`src/logic/lowpower_pkg.sv`:
```
package lowpower_pkg;

    // ----------------------------------------
    // register offsets
    // ----------------------------------------
    localparam logic [15:0] ADDR_BASIC_CTRL = 16'h0000;
    localparam logic [15:0] ADDR_CTRL_STATUS_TWO = 16'h0015;
    localparam logic [15:0] ADDR_IND_ONE = 16'h001b;
    localparam logic [15:0] ADDR_IND_TWO = 16'h001c;
    localparam logic [15:0] ADDR_IND_THREE = 16'h001d;
    localparam logic [15:0] ADDR_LPI_ADV = 16'h8001;
    localparam logic [15:0] ADDR_GCLK_CTRL = 16'hff1f;

    // ----------------------------------------
    // field positions and reset values
    // ----------------------------------------
    localparam int SOFT_PD_BIT = 11;
    localparam int SLEEP_EN_BIT = 3;
    localparam int SLEEP_STATE_BIT = 4;
    localparam int LPI_FAST_ADV_BIT = 1;
    localparam int IND_DEFAULT_BIT = 0;
    localparam logic [15:0] IND_ONE_RESET = 16'h0001;
    localparam logic [15:0] IND_TWO_RESET = 16'h0000;
    localparam logic [15:0] IND_THREE_RESET = 16'h0000;

    // ----------------------------------------
    // strap modes and clock selection
    // ----------------------------------------
    localparam logic [1:0] MODE_1 = 2'h0;
    localparam logic [1:0] MODE_2 = 2'h1;
    localparam logic [1:0] MODE_3 = 2'h2;
    localparam logic [1:0] MODE_4 = 2'h3;
    localparam logic [1:0] GCLK_OFF = 2'h0;
    localparam logic [1:0] GCLK_FREE_FAST = 2'h1;
    localparam logic [1:0] GCLK_REF_SLOW = 2'h2;
    localparam logic [1:0] GCLK_RECOVERED = 2'h3;
    localparam logic [1:0] IND_FN_OFF = 2'h0;
    localparam logic [1:0] IND_FN_ON = 2'h1;
    localparam logic [1:0] IND_FN_LINK = 2'h2;
    localparam logic [1:0] IND_FN_ACTIVITY = 2'h3;
    localparam logic [1:0] STRAP_SETTLE = 2'h3;

    // ----------------------------------------
    // timing
    // ----------------------------------------
    localparam int CLK_HZ = 250_000_000;
    localparam int SILENCE_S = 3;
    localparam int PULSE_PERIOD_S = 1;
    localparam int WAKE_US = 20;
    localparam int REFRESH_US = 20_000;
    localparam int BLINK_MS = 50;
    localparam int SILENCE_CYCLES = SILENCE_S * CLK_HZ;
    localparam int PULSE_CYCLES = PULSE_PERIOD_S * CLK_HZ;
    localparam int WAKE_CYCLES = WAKE_US * (CLK_HZ / 1_000_000);
    localparam int REFRESH_CYCLES = REFRESH_US * (CLK_HZ / 1_000_000);
    localparam int BLINK_CYCLES = BLINK_MS * (CLK_HZ / 1_000);

    typedef enum logic [2:0] {
        PWR_STRAP = 3'h0,
        PWR_SOFT_PD = 3'h1,
        PWR_NORMAL = 3'h2,
        PWR_SLEEP = 3'h3,
        PWR_LPI = 3'h4,
        PWR_WAKE = 3'h5
    } pwr_state_t;

    typedef struct packed {
        logic sleep_en;
        logic lpi_adv;
        logic soft_pd;
        logic ind_active_low;
        logic two_level;
    } strap_cfg_t;

endpackage

```
`src/logic/interval_timer.sv`:
```
`timescale 1ns/1ps
`default_nettype none
module interval_timer
    import lowpower_pkg::*;
#(
    parameter int PERIOD = 16
)(
    // clock and reset
    input wire logic sys_clk,
    input wire logic rstn,
    // control
    input wire logic run,
    output logic tick
);

    logic [31:0] count_reg;
    logic [31:0] count_next;
    logic tick_reg;
    logic tick_next;

    // count restarts whenever run drops, so each run measures a whole period
    always_comb
    begin
        count_next = 32'h0;
        tick_next = 1'b0;
        if (run)
        begin
            if (count_reg >= 32'(PERIOD - 1))
            begin
                tick_next = 1'b1;
            end
            else
            begin
                count_next = count_reg + 32'h1;
            end
        end
    end

    always_ff @(posedge sys_clk)
    begin
        if (!rstn)
        begin
            count_reg <= 32'h0;
            tick_reg <= 1'b0;
        end
        else
        begin
            count_reg <= count_next;
            tick_reg <= tick_next;
        end
    end

    assign tick = tick_reg;

endmodule
`default_nettype wire

```
`src/logic/strap_level_decoder.sv`:
```
`timescale 1ns/1ps
`default_nettype none
module strap_level_decoder
    import lowpower_pkg::*;
(
    // clock and reset
    input wire logic sys_clk,
    input wire logic rstn,
    // comparators above 0.1, 0.5, 0.9 of supply
    input wire logic [2:0] above_level,
    // decode
    output logic [1:0] mode,
    output logic two_level_valid,
    output logic two_level_high
);

    logic [2:0] meta_reg;
    logic [2:0] sync_reg;

    always_ff @(posedge sys_clk)
    begin
        if (!rstn)
        begin
            meta_reg <= 3'h0;
            sync_reg <= 3'h0;
        end
        else
        begin
            meta_reg <= above_level;
            sync_reg <= meta_reg;
        end
    end

    // highest threshold crossed wins
    always_comb
    begin
        if (sync_reg[2])
            mode = MODE_4;
        else if (sync_reg[1])
            mode = MODE_3;
        else if (sync_reg[0])
            mode = MODE_2;
        else
            mode = MODE_1;
    end

    // middle levels are not a valid two-level setting
    assign two_level_valid = (mode == MODE_1) || (mode == MODE_4);
    assign two_level_high = (mode == MODE_4);

endmodule
`default_nettype wire

```
`src/logic/lowpower_control.sv`:
```
`timescale 1ns/1ps
`default_nettype none
module lowpower_control
    import lowpower_pkg::*;
#(
    parameter int SILENCE = SILENCE_CYCLES,
    parameter int PULSE_PERIOD = PULSE_CYCLES,
    parameter int WAKE = WAKE_CYCLES,
    parameter int REFRESH = REFRESH_CYCLES,
    parameter int BLINK = BLINK_CYCLES
)(
    // clock and reset
    input wire logic sys_clk,
    input wire logic rstn,
    // management register port
    input wire logic [15:0] mgmt_addr,
    input wire logic mgmt_wr,
    input wire logic mgmt_rd,
    input wire logic [15:0] mgmt_wdata,
    output logic [15:0] mgmt_rdata,
    output logic mgmt_ack,
    // strap comparators
    input wire logic [2:0] strap_config_high,
    input wire logic [2:0] strap_config_low,
    input wire logic [2:0] strap_two_level_pin,
    // line and link status
    input wire logic line_energy,
    input wire logic link_up,
    input wire logic link_fast,
    input wire logic partner_lpi_fast,
    input wire logic activity,
    // MAC side
    input wire logic mac_lpi_request,
    input wire logic mac_tx_busy,
    input wire logic remote_wake,
    output logic tx_ready,
    output logic lpi_link,
    output logic lpi_active,
    // line drive
    output logic link_pulse,
    output logic link_pulse_continuous,
    output logic refresh_tx,
    // clocks and power
    output logic clocks_gated,
    output logic cmu_power,
    output logic [1:0] general_clock_sel,
    // status indicator pin
    output logic status_indicator_out,
    output logic status_indicator_oe_n,
    output logic strap_two_level_value
);

    // ----------------------------------------
    // strap sensing
    // ----------------------------------------
    logic [1:0] mode_high;
    logic [1:0] mode_low;
    logic two_valid;
    logic two_high;
    logic [1:0] settle_reg;
    logic [1:0] settle_next;
    logic strap_done_reg;
    logic strap_done_next;
    strap_cfg_t strap_reg;
    strap_cfg_t strap_next;
    strap_cfg_t strap_now;

    strap_level_decoder u_cfg_high (
        .sys_clk(sys_clk),
        .rstn(rstn),
        .above_level(strap_config_high),
        .mode(mode_high),
        .two_level_valid(),
        .two_level_high()
    );

    strap_level_decoder u_cfg_low (
        .sys_clk(sys_clk),
        .rstn(rstn),
        .above_level(strap_config_low),
        .mode(mode_low),
        .two_level_valid(),
        .two_level_high()
    );

    strap_level_decoder u_cfg_two (
        .sys_clk(sys_clk),
        .rstn(rstn),
        .above_level(strap_two_level_pin),
        .mode(),
        .two_level_valid(two_valid),
        .two_level_high(two_high)
    );

    always_comb
    begin
        strap_now.sleep_en = (mode_high == MODE_4) && (mode_low == MODE_4);
        strap_now.lpi_adv = (mode_high == MODE_4) && (mode_low == MODE_4);
        strap_now.soft_pd = (mode_high == MODE_3) && (mode_low == MODE_4);
        // a pin pulled toward the supply reads high at reset
        strap_now.ind_active_low = (mode_low == MODE_4) || (mode_low == MODE_3);
        strap_now.two_level = two_valid && two_high;
        settle_next = settle_reg;
        strap_done_next = strap_done_reg;
        strap_next = strap_reg;
        // wait for the synchronisers to fill before latching
        if (!strap_done_reg)
        begin
            if (settle_reg == STRAP_SETTLE)
            begin
                strap_done_next = 1'b1;
                strap_next = strap_now;
            end
            else
            begin
                settle_next = settle_reg + 2'h1;
            end
        end
    end

    always_ff @(posedge sys_clk)
    begin
        if (!rstn)
        begin
            settle_reg <= 2'h0;
            strap_done_reg <= 1'b0;
            strap_reg <= '0;
        end
        else
        begin
            settle_reg <= settle_next;
            strap_done_reg <= strap_done_next;
            strap_reg <= strap_next;
        end
    end

    // ----------------------------------------
    // line synchroniser and timers
    // ----------------------------------------
    logic energy_meta_reg;
    logic energy_reg;
    pwr_state_t state_reg;
    pwr_state_t state_next;
    logic sleep_en_reg;
    logic silence_tick;
    logic second_tick;
    logic wake_tick;
    logic refresh_tick;
    logic blink_tick;

    always_ff @(posedge sys_clk)
    begin
        if (!rstn)
        begin
            energy_meta_reg <= 1'b0;
            energy_reg <= 1'b0;
        end
        else
        begin
            energy_meta_reg <= line_energy;
            energy_reg <= energy_meta_reg;
        end
    end

    interval_timer #(.PERIOD(SILENCE)) u_silence (
        .sys_clk(sys_clk),
        .rstn(rstn),
        .run((state_reg == PWR_NORMAL) && sleep_en_reg && !energy_reg),
        .tick(silence_tick)
    );

    interval_timer #(.PERIOD(PULSE_PERIOD)) u_second (
        .sys_clk(sys_clk),
        .rstn(rstn),
        .run(state_reg == PWR_SLEEP),
        .tick(second_tick)
    );

    interval_timer #(.PERIOD(WAKE)) u_wake (
        .sys_clk(sys_clk),
        .rstn(rstn),
        .run(state_reg == PWR_WAKE),
        .tick(wake_tick)
    );

    interval_timer #(.PERIOD(REFRESH)) u_refresh (
        .sys_clk(sys_clk),
        .rstn(rstn),
        .run(state_reg == PWR_LPI),
        .tick(refresh_tick)
    );

    interval_timer #(.PERIOD(BLINK)) u_blink (
        .sys_clk(sys_clk),
        .rstn(rstn),
        .run(1'b1),
        .tick(blink_tick)
    );

    // ----------------------------------------
    // registers
    // ----------------------------------------
    logic soft_pd_reg;
    logic soft_pd_next;
    logic sleep_en_next;
    logic lpi_adv_reg;
    logic lpi_adv_next;
    logic [15:0] ind_one_reg;
    logic [15:0] ind_one_next;
    logic [15:0] ind_two_reg;
    logic [15:0] ind_two_next;
    logic [15:0] ind_three_reg;
    logic [15:0] ind_three_next;
    logic [1:0] gclk_reg;
    logic [1:0] gclk_next;
    logic [15:0] rdata_reg;
    logic [15:0] rdata_next;
    logic ack_reg;
    logic ack_next;
    logic lpi_ok;

    always_comb
    begin
        soft_pd_next = soft_pd_reg;
        sleep_en_next = sleep_en_reg;
        lpi_adv_next = lpi_adv_reg;
        ind_one_next = ind_one_reg;
        ind_two_next = ind_two_reg;
        ind_three_next = ind_three_reg;
        gclk_next = gclk_reg;
        rdata_next = rdata_reg;
        ack_next = mgmt_wr || mgmt_rd;
        // pin dependent defaults land when the straps are latched
        if (!strap_done_reg && strap_done_next)
        begin
            soft_pd_next = strap_now.soft_pd;
            sleep_en_next = strap_now.sleep_en;
            lpi_adv_next = strap_now.lpi_adv;
        end
        else if (mgmt_wr)
        begin
            unique case (mgmt_addr)
                ADDR_BASIC_CTRL: soft_pd_next = mgmt_wdata[SOFT_PD_BIT];
                ADDR_CTRL_STATUS_TWO: sleep_en_next = mgmt_wdata[SLEEP_EN_BIT];
                ADDR_LPI_ADV: lpi_adv_next = mgmt_wdata[LPI_FAST_ADV_BIT];
                ADDR_IND_ONE: ind_one_next = mgmt_wdata;
                ADDR_IND_TWO: ind_two_next = mgmt_wdata;
                ADDR_IND_THREE: ind_three_next = mgmt_wdata;
                ADDR_GCLK_CTRL: gclk_next = mgmt_wdata[1:0];
                default: ;
            endcase
        end
        // registers stay readable in every power state
        if (mgmt_rd)
        begin
            rdata_next = 16'h0000;
            unique case (mgmt_addr)
                ADDR_BASIC_CTRL: rdata_next[SOFT_PD_BIT] = soft_pd_reg;
                ADDR_CTRL_STATUS_TWO:
                begin
                    rdata_next[SLEEP_EN_BIT] = sleep_en_reg;
                    rdata_next[SLEEP_STATE_BIT] = (state_reg == PWR_SLEEP);
                end
                ADDR_LPI_ADV: rdata_next[LPI_FAST_ADV_BIT] = lpi_adv_reg;
                ADDR_IND_ONE: rdata_next = ind_one_reg;
                ADDR_IND_TWO: rdata_next = ind_two_reg;
                ADDR_IND_THREE: rdata_next = ind_three_reg;
                ADDR_GCLK_CTRL: rdata_next[1:0] = gclk_reg;
                default: ;
            endcase
        end
    end

    always_ff @(posedge sys_clk)
    begin
        if (!rstn)
        begin
            soft_pd_reg <= 1'b0;
            sleep_en_reg <= 1'b0;
            lpi_adv_reg <= 1'b0;
            ind_one_reg <= IND_ONE_RESET;
            ind_two_reg <= IND_TWO_RESET;
            ind_three_reg <= IND_THREE_RESET;
            gclk_reg <= GCLK_OFF;
            rdata_reg <= 16'h0000;
            ack_reg <= 1'b0;
        end
        else
        begin
            soft_pd_reg <= soft_pd_next;
            sleep_en_reg <= sleep_en_next;
            lpi_adv_reg <= lpi_adv_next;
            ind_one_reg <= ind_one_next;
            ind_two_reg <= ind_two_next;
            ind_three_reg <= ind_three_next;
            gclk_reg <= gclk_next;
            rdata_reg <= rdata_next;
            ack_reg <= ack_next;
        end
    end

    // ----------------------------------------
    // power state machine
    // ----------------------------------------
    // advertised by both ends and running at the advertised speed
    assign lpi_ok = lpi_adv_reg && partner_lpi_fast && link_up && link_fast;

    always_comb
    begin
        state_next = state_reg;
        unique case (state_reg)
            PWR_STRAP:
            begin
                if (strap_done_next)
                    state_next = strap_now.soft_pd ? PWR_SOFT_PD : PWR_NORMAL;
            end
            PWR_SOFT_PD:
            begin
                if (!soft_pd_reg)
                    state_next = PWR_NORMAL;
            end
            PWR_NORMAL:
            begin
                if (silence_tick)
                    state_next = PWR_SLEEP;
                // only between frames, on the MAC's request
                else if (lpi_ok && mac_lpi_request && !mac_tx_busy)
                    state_next = PWR_LPI;
            end
            PWR_SLEEP:
            begin
                if (energy_reg)
                    state_next = PWR_NORMAL;
            end
            PWR_LPI:
            begin
                if (!link_up)
                    state_next = PWR_NORMAL;
                else if (!mac_lpi_request || remote_wake)
                    state_next = PWR_WAKE;
            end
            PWR_WAKE:
            begin
                if (wake_tick)
                    state_next = PWR_NORMAL;
            end
            default: state_next = PWR_NORMAL;
        endcase
        if (state_reg != PWR_STRAP && soft_pd_reg)
            state_next = PWR_SOFT_PD;
    end

    always_ff @(posedge sys_clk)
    begin
        if (!rstn)
            state_reg <= PWR_STRAP;
        else
            state_reg <= state_next;
    end

    // ----------------------------------------
    // outputs
    // ----------------------------------------
    logic pulse_reg;
    logic pulse_next;
    logic cont_reg;
    logic cont_next;
    logic refresh_reg;
    logic refresh_next;
    logic gated_reg;
    logic gated_next;
    logic cmu_reg;
    logic cmu_next;
    logic [1:0] gclk_out_reg;
    logic [1:0] gclk_out_next;
    logic ready_reg;
    logic ready_next;
    logic lpi_link_reg;
    logic lpi_active_reg;
    logic blink_reg;
    logic blink_next;
    logic lit;
    logic ind_reg;
    logic ind_next;
    logic oe_n_reg;
    logic oe_n_next;

    always_comb
    begin
        pulse_next = second_tick && (state_reg == PWR_SLEEP);
        cont_next = (state_reg == PWR_NORMAL) && !link_up;
        refresh_next = refresh_tick && (state_reg == PWR_LPI);
        gated_next = (state_reg == PWR_SLEEP) || (state_reg == PWR_LPI)
            || (state_reg == PWR_SOFT_PD);
        cmu_next = (state_reg != PWR_STRAP) && ((gclk_reg == GCLK_FREE_FAST)
            || (state_reg == PWR_NORMAL) || (state_reg == PWR_WAKE));
        // output clock selection does not depend on the power state
        gclk_out_next = strap_done_reg ? gclk_reg : GCLK_OFF;
        // data path held off until the wake time has run out
        ready_next = (state_reg == PWR_NORMAL) && link_up;
        blink_next = blink_tick ? !blink_reg : blink_reg;
        lit = 1'b0;
        if (ind_one_reg[IND_DEFAULT_BIT])
        begin
            lit = link_up && !(activity && blink_reg);
        end
        else
        begin
            unique case (ind_two_reg[1:0])
                IND_FN_OFF: lit = 1'b0;
                IND_FN_ON: lit = 1'b1;
                IND_FN_LINK: lit = link_up;
                IND_FN_ACTIVITY: lit = activity && blink_reg;
            endcase
            lit = lit ^ ind_three_reg[0];
        end
        ind_next = lit ^ strap_reg.ind_active_low;
        // pin left undriven until the straps have been read
        oe_n_next = !strap_done_reg;
    end

    always_ff @(posedge sys_clk)
    begin
        if (!rstn)
        begin
            pulse_reg <= 1'b0;
            cont_reg <= 1'b0;
            refresh_reg <= 1'b0;
            gated_reg <= 1'b0;
            cmu_reg <= 1'b0;
            gclk_out_reg <= GCLK_OFF;
            ready_reg <= 1'b0;
            lpi_link_reg <= 1'b0;
            lpi_active_reg <= 1'b0;
            blink_reg <= 1'b0;
            ind_reg <= 1'b0;
            oe_n_reg <= 1'b1;
        end
        else
        begin
            pulse_reg <= pulse_next;
            cont_reg <= cont_next;
            refresh_reg <= refresh_next;
            gated_reg <= gated_next;
            cmu_reg <= cmu_next;
            gclk_out_reg <= gclk_out_next;
            ready_reg <= ready_next;
            lpi_link_reg <= lpi_ok;
            lpi_active_reg <= (state_reg == PWR_LPI);
            blink_reg <= blink_next;
            ind_reg <= ind_next;
            oe_n_reg <= oe_n_next;
        end
    end

    assign mgmt_rdata = rdata_reg;
    assign mgmt_ack = ack_reg;
    assign tx_ready = ready_reg;
    assign lpi_link = lpi_link_reg;
    assign lpi_active = lpi_active_reg;
    assign link_pulse = pulse_reg;
    assign link_pulse_continuous = cont_reg;
    assign refresh_tx = refresh_reg;
    assign clocks_gated = gated_reg;
    assign cmu_power = cmu_reg;
    assign general_clock_sel = gclk_out_reg;
    assign status_indicator_out = ind_reg;
    assign status_indicator_oe_n = oe_n_reg;
    assign strap_two_level_value = strap_reg.two_level;

endmodule
`default_nettype wire

```
`config.mk`:
```
export PLATFORM = sky130hd
export DESIGN_NAME = lowpower_control
export DESIGN_NICKNAME = d
export VERILOG_FILES = /design/src/logic/lowpower_pkg.sv /design/src/logic/interval_timer.sv /design/src/logic/strap_level_decoder.sv /design/src/logic/lowpower_control.sv
export SDC_FILE = /design/constraint.sdc
export NUM_CORES = 1
export LEC_CHECK = 0
export BUFFER_PORTS_ARGS = -buffer_cell sky130_fd_sc_hd__buf_4
export CORE_MARGIN = 3
export CORE_UTILIZATION = 55
export CTS_BUF_LIST = sky130_fd_sc_hd__clkbuf_2 sky130_fd_sc_hd__clkbuf_4 sky130_fd_sc_hd__clkbuf_8
export CTS_CLUSTER_SIZE = 8
export DETAILED_ROUTE_END_ITERATION = 12
export PLACE_DENSITY = 0.78
export SETUP_SLACK_MARGIN = 0.4
export SLEW_MARGIN = 25
export SYNTH_ARGS = -nofsm -noshare
export SYNTH_HDL_FRONTEND = slang
export SYNTH_SLANG_ARGS = --single-unit
```
`constraint.sdc`:
```
create_clock -name sys_clk -period 1.8 [get_ports sys_clk]
set_input_delay 0.09 -clock sys_clk [delete_from_list [all_inputs] [get_ports sys_clk]]
set_output_delay 0.09 -clock sys_clk [all_outputs]
set_load 0.1 [all_outputs]
```
# [Word level (Yosys, flattened, before mapping)]
# Cells that the tools add are included.
# W data, S select, Z words.
[classes] n_addsub=6 order_cmp=5 eq_ne=33 mux=46 n_bitwise=10 n_reduce_logical=65
[ops] operator="$add A32 B1 Y32 const B" n=5
[ops] operator="$eq A16 B5 Y1 const B" n=4
[ops] operator="$eq A16 B16 Y1 const B" n=2
[ops] operator="$ge A32 B13 Y1 const B" n=1
[ops] operator="$ge A32 B23 Y1 const B" n=1
[ops] operator="$ge A32 B24 Y1 const B" n=1
[ops] operator="$ge A32 B28 Y1 const B" n=1
[ops] operator="$ge A32 B30 Y1 const B" n=1
[ops] operator="$mux W3" n=8
[ops] operator="$mux W1" n=22
[ops] operator="$reduce_and A2 Y1" n=10
[ops] operator="$logic_and A1 B1 Y1" n=19
[ops] operator="$pmux W3 S6" n=1
[ops] operator="$pmux W6 S3" n=1
[ops] operator="$eq A2 B2 Y1 const B" n=8
[ops] operator="$logic_not A16 Y1" n=1
[ops] operator="$ne A3 B3 Y1 const B" n=5
[ops] operator="$mux W2" n=7
[ops] operator="$pmux W1 S4" n=3
[ops] operator="$pmux W4 S3" n=1
[ops] operator="$reduce_and A3 Y1" n=4
[ops] operator="$reduce_and A6 Y1" n=2
[ops] operator="$reduce_or A3 Y1" n=4
[ops] operator="$logic_or A1 B1 Y1" n=8
[ops] operator="other kinds (20)" n=45
[word_totals] register_bits=276 wordCells=210

# [Depth between registers and ports, before layout]
[depth] ltp_word=9 ltp_mapped=9

# [Modules after synthesis]
# Synthesis repeated with hierarchy kept, for this count alone.
[hier_totals] hier_cells=1274 hier_area_um2=11831.3
[modules_own_cells] module="lowpower_control" n_inst=1 cells_per_inst=503 area_per_inst_um2=4187.8
[modules_own_cells] module="interval_timer at u_silence" n_inst=1 cells_per_inst=170 area_per_inst_um2=1597.8
[modules_own_cells] module="interval_timer at u_blink" n_inst=1 cells_per_inst=152 area_per_inst_um2=1520.2
[modules_own_cells] module="interval_timer at u_refresh" n_inst=1 cells_per_inst=149 area_per_inst_um2=1436.4
[modules_own_cells] module="interval_timer at u_second" n_inst=1 cells_per_inst=156 area_per_inst_um2=1426.4
[modules_own_cells] module="interval_timer at u_wake" n_inst=1 cells_per_inst=93 area_per_inst_um2=1088.5
[modules_own_cells] module="strap_level_decoder" n_inst=3 cells_per_inst=17 area_per_inst_um2=191.4

# [Worst setup path before layout]
# Ideal clock, no wire load.
[synth_timing] kind="reg-to-reg" start="reg settle_reg[0]" end="reg ind_one_reg[0]" setup_time_ps=122 arrival_ps=1788 required_ps=1678 path_slack_ps=-110 path_stages_with_launch=9 n_path_buf=2 synth_period_minus_slack_ps=1910 cell_sequence="dfxtp_1 -> ha_1 -> nand2b_1 -> buf_2 -> nand2_1 -> nor4_4 -> buf_6 -> mux2i_1 -> nand2_1"
[synth_via] elab_chain_len=6
[synth_rtl] element="from (decl)" line="lowpower_control.sv:60" source="logic [1:0] settle_reg;"
[synth_rtl] element="from (signal assigned)" line="lowpower_control.sv:131" source="settle_reg <= settle_next;"
[synth_rtl] element="$eq A2 B2 Y1" line="lowpower_control.sv:109" source="if (settle_reg == STRAP_SETTLE)"
[synth_rtl] element="$mux W1" line="lowpower_control.sv:109"
[synth_rtl] element="$mux W1" line="lowpower_control.sv:107" source="if (!strap_done_reg)"
[synth_rtl] element="$logic_and A1 B1 Y1" line="lowpower_control.sv:234" source="if (!strap_done_reg && strap_done_next)"
[synth_rtl] element="$not A1 Y1 (no source line)"
[synth_rtl] element="$reduce_and A3 Y1 (no source line)"
[synth_rtl] element="to (signal assigned)" line="lowpower_control.sv:293" source="ind_one_reg <= ind_one_next;"
[synth_rtl] element="to (decl)" line="lowpower_control.sv:208" source="logic [15:0] ind_one_reg;"
# Every way passes these cells.
# A chain may end at the register's enable or synchronous reset.

# [Worst setup path in the final report]
[layout_timing] start="reg u_blink.count_reg[8]" end="reg u_blink.count_reg[9]"
[layout_via] elab_chain_len=2
[layout_rtl] element="from (decl)" line="interval_timer.sv:16" source="logic [31:0] count_reg;"
[layout_rtl] element="from (signal assigned)" line="interval_timer.sv:48" source="count_reg <= count_next;"
[layout_rtl] element="$ge A32 B24 Y1" line="interval_timer.sv:28" source="if (count_reg >= 32'(PERIOD - 1))"
[layout_rtl] element="$reduce_or A2 Y1 (no source line)"
# Parallel ways exist; a longest one is shown, timed or not.

==> impl_metrics.ini <==
[placement]
gp_congestion = 0.889
io_buffers = 78
preCtsSetupSlack_ns = -0.140
place.detailed.hpwl_mm = 16.5

[synth]
synth_area_leaders = dfxtp_1 50%, nor2_1 6.7%, xor2_1 4.9%
synth_enable_flop_cells = 0
synth_area_per_cell_um2 = 9.04
most_numerous_cell_in_the_yosys_netlist = dfxtp_1
synth-seq-cells = 268
mappedNetlistArea_mm2 = 0.0107
post_synth_most_frequent_cells = 268 x dfxtp_1, 191 x nor2_1, 125 x nand2_1
dominantRegCellSynth = dfxtp_1
synthDominantAreaCellType = dfxtp_1
post-synth-top-area-fraction_pct = 49.9
ys_async_sr_fraction_pct = 0
seq_total_area_yosys_pct = 49.9
yosys_warnings = 0
number_of_cells_produced_by_synthesis = 1189
synth_cell_type_count = 68

[global_routing]
globalRouteOverflowTotal = 0
grt_first_pass_wirelength_mm = 46.6
global_route.usage.met1_pct = 31.7
grtUsageMet2_pct = 44.3
grt_start_max_net_pins = 77
grt_antenna_before_repair = 0
gr-max-usage-layer = met2
grt_util_met3_pct = 6.07
vias_in_the_first_global_route = 9851
groute.usage.overall_pct = 25.9

[run_status]
failing_checks = setup timing
outcome = complete, but fails checks

[cts]
clock_latency_reported_for_the_late_side_of_the_worst_skew_pair_ns = 0.56
cts_tree = done
cts_buffers = 45
cts_buffer_depth = 3
cts-htree-levels = 2
cts_root_buf = clkbuf_8
clock_sink_count = 268
worst_setup_hold_path_clk_slew_ns = 0.07

[setup_path]
path_class = reg -> reg
critPathLaunch = u_blink.count_reg[8]
r2r_start = u_blink.count_reg[8]
start_kind = register
crit_path_top_delay_cell = or4_4
worst_setup_path_end_kind = register
cp.arrival_ns = 2.47
critPathMaxFanout = 7
cp_cell_sequence = or4_4 > o311ai_4 > a2111oi_4 > or2_4 > nor2_1
required_time_of_the_critical_path_ns = 2.27
cpPeakStageDelay_ns = 0.56

[pwr]
power_density_mw_per_mm2 = 803
max_rail_drop_vdd_uv = 638
p_leak_nw = 5.77
design_power_total_mw = 12.9

[sta]
timing.final.max_slew_violations = 0
post-route-min-period_ns = 1.99
max_clock_freq_mhz = 502
final.hold.worst_slack_ns = 0.0524
hold_viol_final = 0
setup_repair_after_global_routing_missed_its_margin = true
timing.clock.skew_ns = 0.0344
timing.final.setup_violations = 62
setup_slack_ns = -0.192
timing.final.crit_share_pct = 111

[drt]
detail_route.first_pass.iterations = 7
antenna_violating_nets_post_route = 0
post_detailed_routing_wire_length_mm = 35.1
initialDrtViolationCount = 865
avgRoutedWirePerCell_um = 19.8
detailroute.via_count = 10400
via_per_inst = 5.86
drt_drc_violations_left = 0

[floorplanning]
io_pins = 83
core_area_mm2 = 0.0190
die_height_um = 146
floorplan.die_area_mm2 = 0.0212
fp-row-count = 50
die_x_um = 146
initial_utilization_pct = 56.7

[cells_and_area]
fill_cells = 900
drive_gt1_share_pct = 42.5
num-nets-final = 1549
layout-area-overhead-vs-synth_pct = 49.3
ff_latch_area_mm2 = 0.00547
multiInputGateArea_mm2 = 0.00690
diodes_inserted = 0

[hold_path]
hold_path.startpoint = rstn
hold_class = in -> reg

[job]
drv.max_cap_violation_count = 0
## power by group
group          switching [mW]  internal (mW)  total (mW)
logic                   0.849          0.544        1.39
clock network            2.36           2.92        5.28
registers               0.125           6.09        6.21
## worst paths after layout
check	slack [ns]	cells past startpoint	endpoint
setup / recovery	-0.19	5	u_blink.count_reg[9]
hold / removal	0.05	3	state_reg[0]
setup reg to reg	-0.19	5	u_blink.count_reg[9]
hold reg to reg	0.44	1	u_cfg_low.sync_reg[2]
## area by class of cell
cell class	count	share of cell area, %
Multi-Input combinational cell	889	43.0
Sequential cell	268	34.1
Timing Repair Buffer	259	14.9
Clock buffer	64	5.18
Tap cell	260	2.03
Inverter	27	0.632
Clock inverter	3	0.117
## stage by stage
| step | cell area (µm²) | util [%] | std cells | TNS (ns) |
|---|---|---|---|---|
| finish | 16000 | 84.6 | 1770 | -3.79 |
| global route | 16000 | 84.6 | 1770 | -8.10 |
| CTS | 14800 | 78.2 | 1746 | -0.0687 |
| detailed placement | 12500 | 65.9 | 1603 | -2.33 |
| global placement | 12500 | 65.9 | 1603 | -0.842 |
| floorplan | 11200 | - | 1230 | 0 |
## critical path: cells and delay by family, from the launching register on
family / cells / cell delay [ns]
AND/OR/NAND/NOR: 3 / 1.05
AO/OA/AOI/OAI: 2 / 0.53
flip-flops: 1 / 0.33
## kinds of logic after synthesis
logic type	share of synthesized area [%]
fa+ha+maj	0.699
compound gates	8.37
other cells	0.0349
buf+inv	2.93
mux	3.59
xor+xnor	8.72
flops	49.9
simple gates	25.7
## placed cells by master, fill, tap and decap left out, types with 26 or more instances in the layout
cell and n:
a21oi_2 33, buf_4 182, clkbuf_8 56, conb_1 42, dfxtp_1 213, dfxtp_2 39, dlygate4sd3_1 31, inv_1 26
nand2_1 74, nand2_4 33, nand3_1 41, nand4_1 33, nor2_1 104, nor2_2 33, nor2_4 54, xnor2_1 46
xor2_1 48
## layer usage
layer / up-vias / routed length [µm]
li1: 4672 / -
met1: 4949 / 13200
met2: 571 / 17500
met3: 173 / 2590
met4: 0 / 1820
met5: - / 0
## repair_timing
item | in CTS | in global routing
setup buffers | 34 | 24
hold endpoints to repair | 76 | 0
cloned | 9 | 0
hold buffers | 33 | 0
setup endpoints to repair | 178 | 185
pin swaps | 88 | 45
resized for setup | 209 | 253
Power figures use the tool's default switching activity.
